==> config.mk <==
export PLATFORM = sky130hd
export DESIGN_NAME = tcc_timer
export DESIGN_NICKNAME = d
export VERILOG_FILES = /design/src/hw/tcc_pkg.sv /design/src/hw/tcc_timer.sv
export SDC_FILE = /design/constraint.sdc
export NUM_CORES = 1
export LEC_CHECK = 0
export ABC_AREA = 1
export BUFFER_PORTS_ARGS = -buffer_cell sky130_fd_sc_hd__buf_2
export CORE_MARGIN = 3
export CORE_UTILIZATION = 35
export CTS_CLUSTER_SIZE = 40
export DETAILED_ROUTE_END_ITERATION = 6
export GPL_TIMING_DRIVEN = 0
export HOLD_SLACK_MARGIN = 0.12
export PLACE_DENSITY = 0.56
export SYNTH_ARGS = -nofsm -noshare
export SYNTH_HDL_FRONTEND = slang
export SYNTH_SLANG_ARGS = --single-unit
==> constraint.sdc <==
create_clock -name clk_i -period 2.4 [get_ports clk_i]
set_clock_uncertainty 0.05 [all_clocks]
set_input_delay 0.24 -clock clk_i [delete_from_list [all_inputs] [get_ports clk_i]]
set_output_delay 0.24 -clock clk_i [all_outputs]
set_load 0.005 [all_outputs]
==> src/hw/tcc_pkg.sv <==
// Constants for the timer capture/compare unit
package tcc_pkg;
  // Register indices; byte address is four times the index
  localparam logic [7:0] IDX_CAP_EDGE = 8'hE8;
  localparam logic [7:0] IDX_CTRL = 8'hEA;
  localparam logic [7:0] IDX_FLAGS = 8'hEB;
  localparam logic [7:0] IDX_COUNT = 8'hEC;
  localparam logic [7:0] IDX_PORT = 8'hED;
  localparam logic [7:0] IDX_SET_EN = 8'hEE;
  localparam logic [7:0] IDX_CLR_TGL = 8'hEF;
  localparam logic [7:0] IDX_CAPT0 = 8'hF0;
  localparam logic [7:0] IDX_CMP0 = 8'hF4;
  localparam int ADDR_W = 12;
  // Control register fields
  localparam int CTRL_SRC = 0;
  localparam int CTRL_PRE = 2;
  localparam int CTRL_LOW_FLAG = 4;
  localparam int CTRL_EXT_RST_EN = 5;
  localparam int CTRL_LOW_IRQ_SEL = 6;
  localparam int CTRL_WRAP_IRQ_SEL = 7;
  // Flag register fields
  localparam int FLG_CAP0 = 0;
  localparam int FLG_CMP0 = 4;
  localparam int FLG_WRAP = 7;
  // Port fields
  localparam int PORT_TGL_LO = 6;
  // Source codes
  localparam logic [1:0] SRC_OFF = 2'h0;
  localparam logic [1:0] SRC_DIV12 = 2'h1;
  localparam logic [1:0] SRC_TEST = 2'h2;
  localparam logic [1:0] SRC_EXT = 2'h3;
  // Timing
  localparam int CLK_PERIOD_NS = 50;
  localparam logic [3:0] DIV12_LAST = 4'hB;
  localparam int EXT_MIN_PERIOD_CYC = 12;
  // Reset values and response codes
  localparam logic [7:0] RST_BYTE = 8'h00;
  localparam logic [15:0] RST_WORD = 16'h0000;
  localparam logic [1:0] RESP_OK = 2'h0;
  localparam logic [1:0] RESP_SLVERR = 2'h2;
endpackage

==> src/hw/tcc_timer.sv <==
// Timer capture/compare unit with AXI4-Lite register slave
//
// Decided for this implementation: the AXI4-Lite register port.
`timescale 1ns/1ps
`default_nettype none
module tcc_timer (
  input wire logic clk_i, // 20 MHz clock
  input wire logic rstn_i, // Chip reset, active low
  input wire logic [11:0] s_axi_awaddr, // Write address
  input wire logic s_axi_awvalid, // Write address valid
  output logic s_axi_awready, // Write address ready
  input wire logic [31:0] s_axi_wdata, // Write data
  input wire logic [3:0] s_axi_wstrb, // Write strobes
  input wire logic s_axi_wvalid, // Write data valid
  output logic s_axi_wready, // Write data ready
  output logic [1:0] s_axi_bresp, // Write response
  output logic s_axi_bvalid, // Write response valid
  input wire logic s_axi_bready, // Write response ready
  input wire logic [11:0] s_axi_araddr, // Read address
  input wire logic s_axi_arvalid, // Read address valid
  output logic s_axi_arready, // Read address ready
  output logic [31:0] s_axi_rdata, // Read data
  output logic [1:0] s_axi_rresp, // Read response
  output logic s_axi_rvalid, // Read data valid
  input wire logic s_axi_rready, // Read data ready
  input wire logic ext_clk_i, // External count clock
  input wire logic counter_ext_reset_in_i, // External counter reset
  input wire logic [3:0] capture_in_i, // Capture inputs 0-3
  input wire logic idle_i, // Idle or power-down state
  output logic [7:0] compare_output_port_o, // Compare output port
  output logic overflow_irq_o // Shared overflow request
);

  // ****************************************************************
  // Register decode
  // ****************************************************************
  function automatic logic idx_ok(input logic [11:0] a);
    logic [7:0] i;
    i = a[9:2];
    idx_ok = (a[11:10] == 2'h0) &&
      ((i >= tcc_pkg::IDX_CAP_EDGE && i <= tcc_pkg::IDX_CLR_TGL &&
        i != 8'hE9) ||
       (i >= tcc_pkg::IDX_CAPT0 && i <= 8'hF6));
  endfunction

  logic [7:0] cap_edge;
  logic [7:0] ctrl;
  logic [7:0] flags;
  logic [7:0] set_en;
  logic [7:0] clr_tgl_en;
  logic [7:0] port_q;
  logic [15:0] count;
  logic [15:0] capt [4];
  logic [15:0] cmp [3];
  logic [2:0] pre;
  logic [3:0] div12;

  // ****************************************************************
  // AXI4-Lite write channel
  // ****************************************************************
  logic aw_hold;
  logic w_hold;
  logic [11:0] aw_addr;
  logic [31:0] w_data;
  logic [3:0] w_strb;
  logic do_write;
  logic [7:0] widx;
  assign do_write = aw_hold && w_hold && !s_axi_bvalid;
  assign widx = aw_addr[9:2];

  always_ff @(posedge clk_i or negedge rstn_i) begin
    if (!rstn_i) begin
      s_axi_awready <= 1'b0;
      aw_hold <= 1'b0;
      aw_addr <= 12'h000;
    end else if (s_axi_awvalid && s_axi_awready) begin
      aw_hold <= 1'b1;
      aw_addr <= s_axi_awaddr;
      s_axi_awready <= 1'b0;
    end else begin
      if (do_write) begin
        aw_hold <= 1'b0;
      end
      s_axi_awready <= !aw_hold && !s_axi_bvalid;
    end
  end

  always_ff @(posedge clk_i or negedge rstn_i) begin
    if (!rstn_i) begin
      s_axi_wready <= 1'b0;
      w_hold <= 1'b0;
      w_data <= 32'h0000_0000;
      w_strb <= 4'h0;
    end else if (s_axi_wvalid && s_axi_wready) begin
      w_hold <= 1'b1;
      w_data <= s_axi_wdata;
      w_strb <= s_axi_wstrb;
      s_axi_wready <= 1'b0;
    end else begin
      if (do_write) begin
        w_hold <= 1'b0;
      end
      s_axi_wready <= !w_hold && !s_axi_bvalid;
    end
  end

  always_ff @(posedge clk_i or negedge rstn_i) begin
    if (!rstn_i) begin
      s_axi_bvalid <= 1'b0;
      s_axi_bresp <= tcc_pkg::RESP_OK;
    end else if (do_write) begin
      s_axi_bvalid <= 1'b1;
      s_axi_bresp <= idx_ok(aw_addr) ? tcc_pkg::RESP_OK :
        tcc_pkg::RESP_SLVERR;
    end else if (s_axi_bready) begin
      s_axi_bvalid <= 1'b0;
    end
  end

  // Byte-lane write strobes per register
  logic wr_lo;
  logic wr_hi;
  logic wr_ctrl;
  logic wr_flags;
  logic wr_port;
  logic wr_set;
  assign wr_lo = do_write && w_strb[0] && idx_ok(aw_addr);
  assign wr_hi = do_write && w_strb[1] && idx_ok(aw_addr);
  assign wr_ctrl = wr_lo && widx == tcc_pkg::IDX_CTRL;
  assign wr_flags = wr_lo && widx == tcc_pkg::IDX_FLAGS;
  assign wr_port = wr_lo && widx == tcc_pkg::IDX_PORT;
  assign wr_set = wr_lo && widx == tcc_pkg::IDX_SET_EN;

  // ****************************************************************
  // AXI4-Lite read channel
  // ****************************************************************
  function automatic logic [15:0] read_mux(input logic [7:0] i);
    read_mux = 16'h0000;
    if (i == tcc_pkg::IDX_CAP_EDGE) read_mux = {8'h00, cap_edge};
    if (i == tcc_pkg::IDX_CTRL) read_mux = {8'h00, ctrl};
    if (i == tcc_pkg::IDX_FLAGS) read_mux = {8'h00, flags};
    if (i == tcc_pkg::IDX_COUNT) read_mux = count;
    if (i == tcc_pkg::IDX_PORT) read_mux = {8'h00, port_q};
    if (i == tcc_pkg::IDX_SET_EN) read_mux = {8'h00, set_en};
    if (i == tcc_pkg::IDX_CLR_TGL) read_mux = {8'h00, clr_tgl_en};
    for (int k = 0; k < 4; k++) begin
      if (i == tcc_pkg::IDX_CAPT0 + 8'(k)) read_mux = capt[k];
    end
    for (int k = 0; k < 3; k++) begin
      if (i == tcc_pkg::IDX_CMP0 + 8'(k)) read_mux = cmp[k];
    end
  endfunction

  always_ff @(posedge clk_i or negedge rstn_i) begin
    if (!rstn_i) begin
      s_axi_arready <= 1'b0;
      s_axi_rvalid <= 1'b0;
      s_axi_rdata <= 32'h0000_0000;
      s_axi_rresp <= tcc_pkg::RESP_OK;
    end else if (s_axi_arvalid && s_axi_arready) begin
      s_axi_arready <= 1'b0;
      s_axi_rvalid <= 1'b1;
      s_axi_rdata <= {16'h0000, read_mux(s_axi_araddr[9:2])};
      s_axi_rresp <= idx_ok(s_axi_araddr) ? tcc_pkg::RESP_OK :
        tcc_pkg::RESP_SLVERR;
    end else if (s_axi_rvalid) begin
      if (s_axi_rready) begin
        s_axi_rvalid <= 1'b0;
      end
    end else begin
      s_axi_arready <= 1'b1;
    end
  end

  // ****************************************************************
  // Pin synchronisers
  // ****************************************************************
  // Stage 1 feeds stage 2 only; edges come from stages 2 and 3
  logic [5:0] sy1;
  logic [5:0] sy2;
  logic [5:0] sy3;
  always_ff @(posedge clk_i or negedge rstn_i) begin
    if (!rstn_i) begin
      sy1 <= 6'h00;
      sy2 <= 6'h00;
      sy3 <= 6'h00;
    end else begin
      sy1 <= {counter_ext_reset_in_i, ext_clk_i, capture_in_i};
      sy2 <= sy1;
      sy3 <= sy2;
    end
  end
  logic [5:0] rise;
  logic [5:0] fall;
  assign rise = sy2 & ~sy3;
  assign fall = ~sy2 & sy3;

  // ****************************************************************
  // Prescaler and counter
  // ****************************************************************
  logic [1:0] src;
  logic [1:0] psel;
  logic src_tick;
  logic pre_last;
  logic cnt_tick;
  logic cnt_clr;
  logic ext_rst_ev;
  logic cfg_change;
  logic low_ev;
  logic full_ev;
  assign src = ctrl[tcc_pkg::CTRL_SRC +: 2];
  assign psel = ctrl[tcc_pkg::CTRL_PRE +: 2];
  // Test code counts nothing
  assign src_tick = (src == tcc_pkg::SRC_DIV12 &&
    div12 == tcc_pkg::DIV12_LAST) ||
    (src == tcc_pkg::SRC_EXT && rise[4]);
  assign pre_last = pre == 3'((4'h1 << psel) - 4'h1);
  assign ext_rst_ev = ctrl[tcc_pkg::CTRL_EXT_RST_EN] && rise[5];
  assign cnt_clr = idle_i || ext_rst_ev;
  assign cfg_change = wr_ctrl && (w_data[3:0] != ctrl[3:0]);
  assign cnt_tick = src_tick && pre_last && !cnt_clr;
  assign low_ev = cnt_tick && count[7:0] == 8'hFF;
  assign full_ev = cnt_tick && count == 16'hFFFF;

  always_ff @(posedge clk_i or negedge rstn_i) begin
    if (!rstn_i) begin
      div12 <= 4'h0;
    end else if (idle_i || src != tcc_pkg::SRC_DIV12 ||
                 div12 == tcc_pkg::DIV12_LAST) begin
      div12 <= 4'h0;
    end else begin
      div12 <= div12 + 4'h1;
    end
  end

  always_ff @(posedge clk_i or negedge rstn_i) begin
    if (!rstn_i) begin
      pre <= 3'h0;
    end else if (cfg_change || cnt_clr) begin
      pre <= 3'h0;
    end else if (src_tick) begin
      pre <= pre_last ? 3'h0 : pre + 3'h1;
    end
  end

  always_ff @(posedge clk_i or negedge rstn_i) begin
    if (!rstn_i) begin
      count <= tcc_pkg::RST_WORD;
    end else if (cnt_clr) begin
      count <= tcc_pkg::RST_WORD;
    end else if (cnt_tick) begin
      count <= count + 16'h0001;
    end
  end

  // ****************************************************************
  // Capture
  // ****************************************************************
  logic [3:0] cap_ev;
  for (genvar g = 0; g < 4; g++) begin : g_cap
    assign cap_ev[g] = (cap_edge[2*g] && rise[g]) ||
      (cap_edge[2*g+1] && fall[g]);
    always_ff @(posedge clk_i or negedge rstn_i) begin
      if (!rstn_i) begin
        capt[g] <= tcc_pkg::RST_WORD;
      end else if (cap_ev[g]) begin
        capt[g] <= count;
      end
    end
  end

  // ****************************************************************
  // Compare
  // ****************************************************************
  // Acts on the cycle equality begins, so a halted count fires once
  logic [2:0] eq;
  logic [2:0] eq_d;
  logic [2:0] cmp_ev;
  for (genvar g = 0; g < 3; g++) begin : g_cmp
    assign eq[g] = count == cmp[g];
    always_ff @(posedge clk_i or negedge rstn_i) begin
      if (!rstn_i) begin
        cmp[g] <= tcc_pkg::RST_WORD;
      end else if (do_write && idx_ok(aw_addr) &&
                   widx == tcc_pkg::IDX_CMP0 + 8'(g)) begin
        if (wr_lo) begin
          cmp[g][7:0] <= w_data[7:0];
        end
        if (wr_hi) begin
          cmp[g][15:8] <= w_data[15:8];
        end
      end
    end
  end
  assign cmp_ev = eq & ~eq_d;

  always_ff @(posedge clk_i or negedge rstn_i) begin
    if (!rstn_i) begin
      eq_d <= 3'h7;
    end else begin
      eq_d <= eq;
    end
  end

  // ****************************************************************
  // Configuration registers
  // ****************************************************************
  always_ff @(posedge clk_i or negedge rstn_i) begin
    if (!rstn_i) begin
      cap_edge <= tcc_pkg::RST_BYTE;
      clr_tgl_en <= tcc_pkg::RST_BYTE;
    end else begin
      if (wr_lo && widx == tcc_pkg::IDX_CAP_EDGE) begin
        cap_edge <= w_data[7:0];
      end
      if (wr_lo && widx == tcc_pkg::IDX_CLR_TGL) begin
        clr_tgl_en <= w_data[7:0];
      end
    end
  end

  // Toggle state bits flip on each toggle; hardware beats a write
  logic [1:0] tgl_do;
  assign tgl_do = {2{cmp_ev[2]}} & clr_tgl_en[7:6];
  always_ff @(posedge clk_i or negedge rstn_i) begin
    if (!rstn_i) begin
      set_en <= tcc_pkg::RST_BYTE;
    end else begin
      if (wr_set) begin
        set_en <= w_data[7:0];
      end
      for (int k = 0; k < 2; k++) begin
        if (tgl_do[k]) begin
          set_en[tcc_pkg::PORT_TGL_LO + k] <=
            !set_en[tcc_pkg::PORT_TGL_LO + k];
        end
      end
    end
  end

  // ****************************************************************
  // Flags and overflow request
  // ****************************************************************
  // Software clears by writing 0; a same-cycle event still sets
  always_ff @(posedge clk_i or negedge rstn_i) begin
    if (!rstn_i) begin
      flags <= tcc_pkg::RST_BYTE;
    end else begin
      flags <= (wr_flags ? w_data[7:0] : flags) |
        {full_ev, cmp_ev, cap_ev};
    end
  end

  always_ff @(posedge clk_i or negedge rstn_i) begin
    if (!rstn_i) begin
      ctrl <= tcc_pkg::RST_BYTE;
    end else begin
      ctrl <= wr_ctrl ? w_data[7:0] : ctrl;
      if (low_ev) begin
        ctrl[tcc_pkg::CTRL_LOW_FLAG] <= 1'b1;
      end
    end
  end

  always_ff @(posedge clk_i or negedge rstn_i) begin
    if (!rstn_i) begin
      overflow_irq_o <= 1'b0;
    end else begin
      overflow_irq_o <=
        (flags[tcc_pkg::FLG_WRAP] && ctrl[tcc_pkg::CTRL_WRAP_IRQ_SEL]) ||
        (ctrl[tcc_pkg::CTRL_LOW_FLAG] &&
         ctrl[tcc_pkg::CTRL_LOW_IRQ_SEL]);
    end
  end

  // ****************************************************************
  // Output port
  // ****************************************************************
  logic [7:0] next_port;
  always_comb begin
    next_port = wr_port ? w_data[7:0] : port_q;
    if (cmp_ev[0]) begin
      next_port[5:0] = next_port[5:0] | set_en[5:0];
    end
    if (cmp_ev[1]) begin
      next_port[5:0] = next_port[5:0] & ~clr_tgl_en[5:0];
    end
    for (int k = 0; k < 2; k++) begin
      if (tgl_do[k]) begin
        next_port[tcc_pkg::PORT_TGL_LO + k] =
          !set_en[tcc_pkg::PORT_TGL_LO + k];
      end
    end
  end

  always_ff @(posedge clk_i or negedge rstn_i) begin
    if (!rstn_i) begin
      port_q <= tcc_pkg::RST_BYTE;
      compare_output_port_o <= tcc_pkg::RST_BYTE;
    end else begin
      port_q <= next_port;
      compare_output_port_o <= next_port;
    end
  end
endmodule
`default_nettype wire

==> flow_summary.rst, run 1 <==
.. list-table::
   :header-rows: 1

   * - Metric
     - Value
   * - Multi-input gate area
     - 5100 um2
   * - Category of the worst setup path capture point
     - flip-flop
   * - WHS
     - 141 ps
   * - Total die area
     - about 38000 um2
   * - Count of TritonRoute iterations in the first routing pass
     - 7
   * - Final cell count without fillers
     - about 2200
   * - Final worst path period share
     - a little over nine tenths
   * - Core area
     - approximately 35000 um2
   * - Met2 track demand over resource in global routing
     - roughly a third
   * - Ant. Diodes
     - 0
   * - Aggregate negative setup slack
     - 0 ps
   * - Final hold vios
     - 0
   * - Largest voltage drop on the vdd net
     - 0.000508 V
   * - FF+latch count, synth
     - 258
   * - Run status
     - finished clean
   * - Cell variety after synth
     - 48
   * - Initial core utilization
     - 36.0%
   * - Post-synthesis cell type with the largest combined area
     - sky130_fd_sc_hd__dfrtp_1
   * - Drt initial violations
     - a little over 900
   * - Root buffer cell
     - sky130_fd_sc_hd__clkbuf_16
   * - Post-route DRC violation count
     - 0
   * - CTS HTree Levels
     - 1
   * - Pre-CTS setup slack
     - -176 ps
   * - Final setup fails
     - 0
   * - Register area share after synthesis
     - 51.3%
   * - Top-area cell type share of the netlist area
     - between 50% and 60%
   * - Yosys warnings
     - 0
   * - Post-synthesis to final-layout area growth
     - 21.6%
   * - Layout Nets
     - roughly 1800
   * - Critical path class
     - flip-flop to flip-flop
   * - Post-route minimum period
     - 2340 ps
   * - Actual slew at the worst max-slew pin
     - 1300 ps
   * - FP Rows
     - 68
   * - Max Root-Sink Buffers
     - 3
   * - Met3 layer usage reported by global route
     - around 3.1%
   * - Fraction of final layout cells sized beyond drive strength 1
     - 13.4%
   * - CTS sink count
     - approximately 260
   * - Number of synthesized flops with an enable pin
     - 0
   * - Die span in x
     - about 200 um
   * - Wire length of the first global-routing pass
     - roughly 62 mm
   * - Final number of max-transition violations
     - 0
   * - Vert. Die Dim
     - between 150 and 200 um
   * - Final standard cell area without fillers
     - between 15000 and 20000 um2
   * - Worst-Skew Late Latency
     - about 560 ps
   * - Async S/R FF share, synth
     - 100%
   * - Critical path data arrival time
     - 2730 ps
   * - Number of antenna violations at the first check in global routing
     - 1
   * - Cts bufs inserted
     - 29
   * - Estimated wirelength of the detail-placed design
     - ~29 mm
   * - Number of global-route vias before repair
     - around 11000
   * - Startpoint class of the critical path
     - flip-flop
   * - Remaining global-route overflow
     - 0
   * - Storage element area
     - roughly 6500 um2
   * - Kind of path behind the tightest hold check
     - primary input to asynchronous set/reset pin
   * - TritonCTS clock tree
     - built
   * - Slew headroom
     - roughly 13%
   * - Combined area of all synthesized cells
     - approximately 13000 um2
   * - Detail-routed net length per standard cell
     - 17.7 um
   * - Detailed-route vias per instance
     - 4.91
   * - DRT Wirelength
     - 38.9 mm
   * - Unrepaired setup endpoints after global routing
     - yes
   * - Final cell utilization of the core
     - 43.7%
   * - Gp weighted congestion
     - 0.890
   * - Instance area after placement
     - 13700 um2
   * - Highest clock frequency the design can meet
     - about 430 MHz
   * - Post-route worst setup slack
     - between 60 and 70 ps
   * - Total via count in the routed design
     - between 10000 and 15000
   * - Cells after DPL
     - between 2000 and 2500
   * - Pin count of the biggest net entering global routing
     - between 100 and 150
   * - Data required time of the critical path
     - around 2800 ps
   * - Number of nets with antenna violations after routing
     - 0
   * - Primary flip-flop cell chosen by synthesis mapping
     - sky130_fd_sc_hd__dfrtp_1
   * - Register clock-pin slew on the reported worst setup and hold paths
     - approximately 60 ps
   * - Power after layout
     - between 10 and 15 mW
   * - Filler instances
     - approximately 3500
   * - Maximum fanout along the worst path
     - 9
   * - Post-synthesis area per instance
     - just over 8 um2
   * - Number of buffers added on ports
     - a little over 80
   * - IO Count
     - approximately 120
   * - Top Usage Layer GRT
     - met2
   * - Static leakage
     - 7.87 nW
   * - Area contributors post-synth
     - sky130_fd_sc_hd__dfrtp_1 (51%), sky130_fd_sc_hd__nand2_1 (12%), sky130_fd_sc_hd__inv_1 (6.1%)
   * - Synthesized instance count
     - around 1500
   * - Overall routing resource usage
     - just over 20%
   * - Max-Cap Viols
     - 0
   * - Met1 Use GR
     - roughly 30%
   * - Power per standard cell area
     - ~740 nW/um2
==> layer usage <==
metal	wire (um)	vias up
met1	18100	5135
met2	16900	312
met4	1410	2
met5	13	-
li1	-	5268
met3	2480	73
==> registers in the layout, summed over array words and instances (netlist names), 2 cells and up <==
signal / cells
sy1: 6
clr_tgl_en: 8
port_q: 8
sy3: 6
set_en: 8
sy2: 6
w_strb: 2
capt: 64
cap_edge: 8
aw_addr: 10
ctrl: 8
div12: 4
w_data: 16
count: 16
s_axi_rdata: 16
cmp: 48
eq_d: 3
pre: 3
flags: 8
==> cells by family after synthesis <==
group,share of synthesized area (%)
other,0.0298
buffers and inverters,9.04
muxes,2.52
xor gates and xnor gates,2.85
adders and majority gates,0.298
AOI/OAI and AO/OA,10.6
DFF,51.3
and+or+nand+nor,23.4
==> synth_stat cells (2+ instances only) <==
master                     instances
sky130_fd_sc_hd__nand2_1         399
sky130_fd_sc_hd__dfrtp_1         255
sky130_fd_sc_hd__inv_1           205
sky130_fd_sc_hd__o21ai_0         143
sky130_fd_sc_hd__nor2_1          108
sky130_fd_sc_hd__nand3_1          67
sky130_fd_sc_hd__a21oi_1          51
sky130_fd_sc_hd__nand4_1          37
sky130_fd_sc_hd__o21ai_1          34
sky130_fd_sc_hd__clkbuf_1         33
sky130_fd_sc_hd__xnor2_1          27
sky130_fd_sc_hd__mux2i_1          25
sky130_fd_sc_hd__buf_4            19
sky130_fd_sc_hd__nor3_1           17
sky130_fd_sc_hd__xor2_1           14
sky130_fd_sc_hd__buf_2            13
sky130_fd_sc_hd__or2_2            12
sky130_fd_sc_hd__o211ai_1         11
sky130_fd_sc_hd__nor4_1            9
sky130_fd_sc_hd__mux2_2            6
sky130_fd_sc_hd__clkinv_1          5
sky130_fd_sc_hd__nor2_4            5
sky130_fd_sc_hd__nor3_2            5
sky130_fd_sc_hd__inv_2             4
sky130_fd_sc_hd__o31ai_1           4
sky130_fd_sc_hd__and3_1            3
sky130_fd_sc_hd__dfstp_2           3
sky130_fd_sc_hd__ha_1              3
sky130_fd_sc_hd__nand2_2           2
sky130_fd_sc_hd__nand3_2           2
sky130_fd_sc_hd__nand4_2           2
sky130_fd_sc_hd__nor2_2            2
sky130_fd_sc_hd__o21a_1            2
sky130_fd_sc_hd__o221ai_1          2
==> report_power, final <==
group / total, mW / leakage (nW) / internal [mW] / switching [mW]
clock network: 5.09 / 0.532 / 3.20 / 1.89
registers: 5.01 / 3.40 / 4.65 / 0.361
logic: 1.28 / 3.94 / 0.397 / 0.879
total: 11.4 / 7.87 / 8.25 / 3.13
==> repair_timing <==
| action | in CTS | in global routing |
|---|---|---|
| hold buffers | 41 | 0 |
| pin swaps | 0 | 1 |
| buffers inserted | 0 | 4 |
| endpoints found under the hold margin | 184 | 0 |
| gates resized for setup | 2 | 12 |
| endpoints found under the setup margin | 7 | 31 |
==> worst paths after layout <==
path	startpoint	endpoint	slack, ps	cells past startpoint
max	count[13]	port_q[5]	60	8
min	rstn_i	capt[40]	140	2
max reg2reg	count[13]	port_q[5]	60	8
min reg2reg	sy1[5]	sy2[5]	290	0
max in group asynchronous	rstn_i	sy1[4]	810	4
min in group clk_i	s_axi_araddr[3]	s_axi_rresp[1]	170	5
==> final cells by class <==
cell class / count / area share, %
buffer: 64 / 2.16
clock buffer: 33 / 5.09
clock inverter: 21 / 2.15
inverter: 214 / 5.34
multi-input combinational: 1022 / 33.3
sequential: 258 / 42.2
tap: 455 / 3.71
timing repair buffer: 130 / 6.09
==> cell usage in the layout (no fill, tap or decap), types with 9 or more instances in the layout <==
cell                              n
sky130_fd_sc_hd__a21oi_1         51
sky130_fd_sc_hd__buf_2           95
sky130_fd_sc_hd__buf_4           22
sky130_fd_sc_hd__clkbuf_1        30
sky130_fd_sc_hd__clkbuf_16       29
sky130_fd_sc_hd__clkinvlp_4       9
sky130_fd_sc_hd__conb_1          18
sky130_fd_sc_hd__dfrtp_1        255
sky130_fd_sc_hd__dlygate4sd3_1   41
sky130_fd_sc_hd__inv_1          204
sky130_fd_sc_hd__mux2i_1         25
sky130_fd_sc_hd__nand2_1        398
sky130_fd_sc_hd__nand3_1         67
sky130_fd_sc_hd__nand4_1         37
sky130_fd_sc_hd__nor2_1         108
sky130_fd_sc_hd__nor3_1          15
sky130_fd_sc_hd__o211ai_1        11
sky130_fd_sc_hd__o21ai_0        143
sky130_fd_sc_hd__o21ai_1         34
sky130_fd_sc_hd__or2_2           12
sky130_fd_sc_hd__xnor2_1         27
sky130_fd_sc_hd__xor2_1          14
==> critical path: stages, from the launching register on <==
cell and delay, ps:
sky130_fd_sc_hd__dfrtp_1 520, sky130_fd_sc_hd__clkinvlp_4 290, sky130_fd_sc_hd__nand2_1 110, sky130_fd_sc_hd__nand3_1 80, sky130_fd_sc_hd__nor4_1 450, sky130_fd_sc_hd__nand2_1 230, sky130_fd_sc_hd__nor3_4 270, sky130_fd_sc_hd__buf_12 160
sky130_fd_sc_hd__a21oi_1 70
No activity file was read; power rests on OpenSTA's default activity.
==> run 2, diff against run 1 <==
PLACE_DENSITY = default   (was 0.56)
SETUP_SLACK_MARGIN = 0.1   (was default)
==> run 2 against run 1 <==
  * Non-clock buffer count unchanged
  * Utilization decreased by 0.18 points
  * Die area unchanged
  * Sequential power about the same
  * Maximum frequency increased by 6.9%
  * Total power decreased by 5.8%
  * Global-route usage decreased by 0.48 points
  * First-iteration DRC count increased by 7.0%
  * Register-to-register slack improved by 150 ps
  * Final cell count about the same
  * Wire length about the same
  * Via count increased by 2.0%
  * Critical path type unchanged
  * Largest cell class unchanged
  * Highest routed layer is now met4
==> flow_summary.rst, run 2 (synthesis results as in run 1) <==
.. list-table::
   :header-rows: 1

   * - Metric
     - Value
   * - Post-synthesis to final-layout area growth
     - 21.1%
   * - Top Registers
     - capt (64), cmp (48)
   * - Gp weighted congestion
     - 0.892 (+0.21%)
   * - Post-route DRC violation count
     - 0 (unchanged)
   * - Detail-routed net length per standard cell
     - 17.7 um (about the same)
   * - Highest clock frequency the design can meet
     - 457 MHz (+6.9%)
   * - Maximum fanout along the worst path
     - 9 (unchanged)
   * - Count of TritonRoute iterations in the first routing pass
     - 5 (-2)
   * - Root buffer cell
     - sky130_fd_sc_hd__clkbuf_16
   * - Critical path class
     - flip-flop to flip-flop
   * - Post-route worst setup slack
     - 213 ps (+151 ps)
   * - CTS sink count
     - 258 (unchanged)
   * - Actual slew at the worst max-slew pin
     - 1240 ps (-54.0 ps)
   * - Data required time of the critical path
     - 2800 ps (about the same)
   * - Number of global-route vias before repair
     - 10300 (-4.6%)
   * - Pin count of the biggest net entering global routing
     - 110 (-4.3%)
   * - Layout Nets
     - 1797 (+0.056%)
   * - Power after layout
     - 10.7 mW (-5.8%)
   * - Static leakage
     - 7.82 nW (-0.58%)
   * - Register clock-pin slew on the reported worst setup and hold paths
     - 70 ps (about the same)
   * - Run status
     - finished clean
   * - Number of nets with antenna violations after routing
     - 0 (unchanged)
   * - Cts bufs inserted
     - 29 (unchanged)
   * - Commonest non-fill, non-tap cell in the layout
     - sky130_fd_sc_hd__nand2_1
   * - Ant. Diodes
     - 0 (unchanged)
   * - IO Count
     - 124 (unchanged)
   * - Category of the worst setup path capture point
     - flip-flop
   * - WHS
     - 158 ps (+16.5 ps)
   * - Power per standard cell area
     - 702 nW/um2 (-5.4%)
   * - Setup slack of the most critical reg-to-reg path
     - 210 ps (+150 ps)
   * - Commonest non-fill, non-tap cells in the layout
     - sky130_fd_sc_hd__nand2_1 (398), sky130_fd_sc_hd__dfrtp_1 (253), sky130_fd_sc_hd__inv_1 (204)
   * - Final number of max-transition violations
     - 0 (unchanged)
   * - Core area
     - 35100 um2 (unchanged)
   * - Final hold vios
     - 0 (unchanged)
   * - Number of flip-flops under the largest register name
     - 64 (unchanged)
   * - Final cell count without fillers
     - 2196 (-0.046%)
   * - Remaining global-route overflow
     - 0 (unchanged)
   * - Total die area
     - 38300 um2 (unchanged)
   * - FP Rows
     - 68 (unchanged)
   * - Startpoint class of the critical path
     - flip-flop
   * - Final setup fails
     - 0 (unchanged)
   * - Slew headroom
     - 16.6% (+3.6 points)
   * - Final worst path period share
     - 91.1% (-6.3 points)
   * - Fraction of final layout cells sized beyond drive strength 1
     - 13.6% (+0.18 points)
   * - Vert. Die Dim
     - 196 um (unchanged)
   * - Die span in x
     - 196 um (unchanged)
   * - Overall routing resource usage
     - 20.0% (-0.48 points)
   * - TritonCTS clock tree
     - built
   * - Initial core utilization
     - 36.0% (unchanged)
   * - Unrepaired setup endpoints after global routing
     - yes
   * - Critical path data arrival time
     - 2580 ps (-150 ps)
   * - Detailed-route vias per instance
     - 5.01 (+2.0%)
   * - DRT Wirelength
     - 39.0 mm (about the same)
   * - Worst-Skew Late Latency
     - 570 ps (about the same)
   * - Max Root-Sink Buffers
     - 3 (unchanged)
   * - Post-route minimum period
     - 2190 ps (-151 ps)
   * - Largest voltage drop on the vdd net
     - 0.000674 V (+33%)
   * - Kind of path behind the tightest hold check
     - primary input to flip-flop
   * - Drt initial violations
     - 979 (+7.0%)
   * - Estimated wirelength of the detail-placed design
     - 29.1 mm (about the same)
   * - Total via count in the routed design
     - 11000 (+2.0%)
   * - Wire length of the first global-routing pass
     - 60.6 mm (-2.7%)
   * - Top register by number of flip-flops
     - capt
   * - Number of buffers added on ports
     - 83 (unchanged)
   * - Max-Cap Viols
     - 0 (unchanged)
   * - CTS HTree Levels
     - 1 (unchanged)
   * - Number of antenna violations at the first check in global routing
     - 0 (-1)
   * - Cells after DPL
     - 2100 (unchanged)
   * - Pre-CTS setup slack
     - -176 ps (+0.564 ps)
[run 2: cell count changes in the layout (fill, tap and decap cells not counted), sizes merged]
cell,delta
bufinv,-6
clkbuf,+5
clkinvlp,-3
clkinv,+2
buf,+1
inv,-1
nand2,+1
[run 2: per-layer routing]
metal,vias to the layer above,part of all wire (%),global-route usage (%)
li1,5260,-,-
met1,5328,46,29.8
met2,365,45,31.7
met3,53,6.7,2.27
met4,0,2.1,4.38
met5,-,0,0
[run 2: layout make-up]
cell class | instances | area (um2)
Fill cell | 3566 | 19800
Sequential cell | 258 | 6460
Multi-Input combinational cell | 1023 | 5200
Timing Repair Buffer | 131 | 941
Inverter | 214 | 816
Clock buffer | 39 | 803
Tap cell | 455 | 569
Buffer | 63 | 330
Clock inverter | 13 | 141
[run 2: path summary, 6_finish.rpt]
kind / start / endpoint / cells past startpoint
worst max-delay path: count[9] / port_q[3] / 8
worst min-delay path: s_axi_awvalid / aw_addr[11] / 3
worst max register to register: count[9] / port_q[3] / 8
worst min register to register: sy1[0] / sy2[0] / 0
max in group asynchronous: rstn_i / eq_d[1] / 3
min in group asynchronous: rstn_i / capt[41] / 2
[run 2: critical path, cell delays in order, from the launching register on]
cell	delay, ps
sky130_fd_sc_hd__dfrtp_1	370
sky130_fd_sc_hd__buf_2	170
sky130_fd_sc_hd__inv_1	280
sky130_fd_sc_hd__nor2_1	90
sky130_fd_sc_hd__nor4_2	440
sky130_fd_sc_hd__nand2_1	200
sky130_fd_sc_hd__nor3_4	250
sky130_fd_sc_hd__buf_12	150
sky130_fd_sc_hd__a21oi_1	70
[run 2: power breakdown]
part	switching [mW]	total, mW	internal [mW]
clock	1.84	4.41	2.57
combinational	0.889	1.29	0.400
sequential	0.370	5.03	4.66
total	3.10	10.7	7.62
[run 2: metrics by stage]
step	TNS [ps]	utilization (%)	instance area, um2
final	0	43.5	15300
after global routing	0	43.5	15300
after CTS	0	43.1	15100
after detailed placement	-1530	39.1	13700
after global placement	-972090	38.9	13700
after floorplan	0	-	12700
[run 2: repair_timing]
item | in CTS | in global routing
cloned | 0 | 1
setup buffers | 0 | 5
gates resized for setup | 10 | 21
pin swaps | 0 | 3
setup endpoints to repair | 29 | 42
hold buffers | 41 | 0
endpoints found under the hold margin | 152 | 0
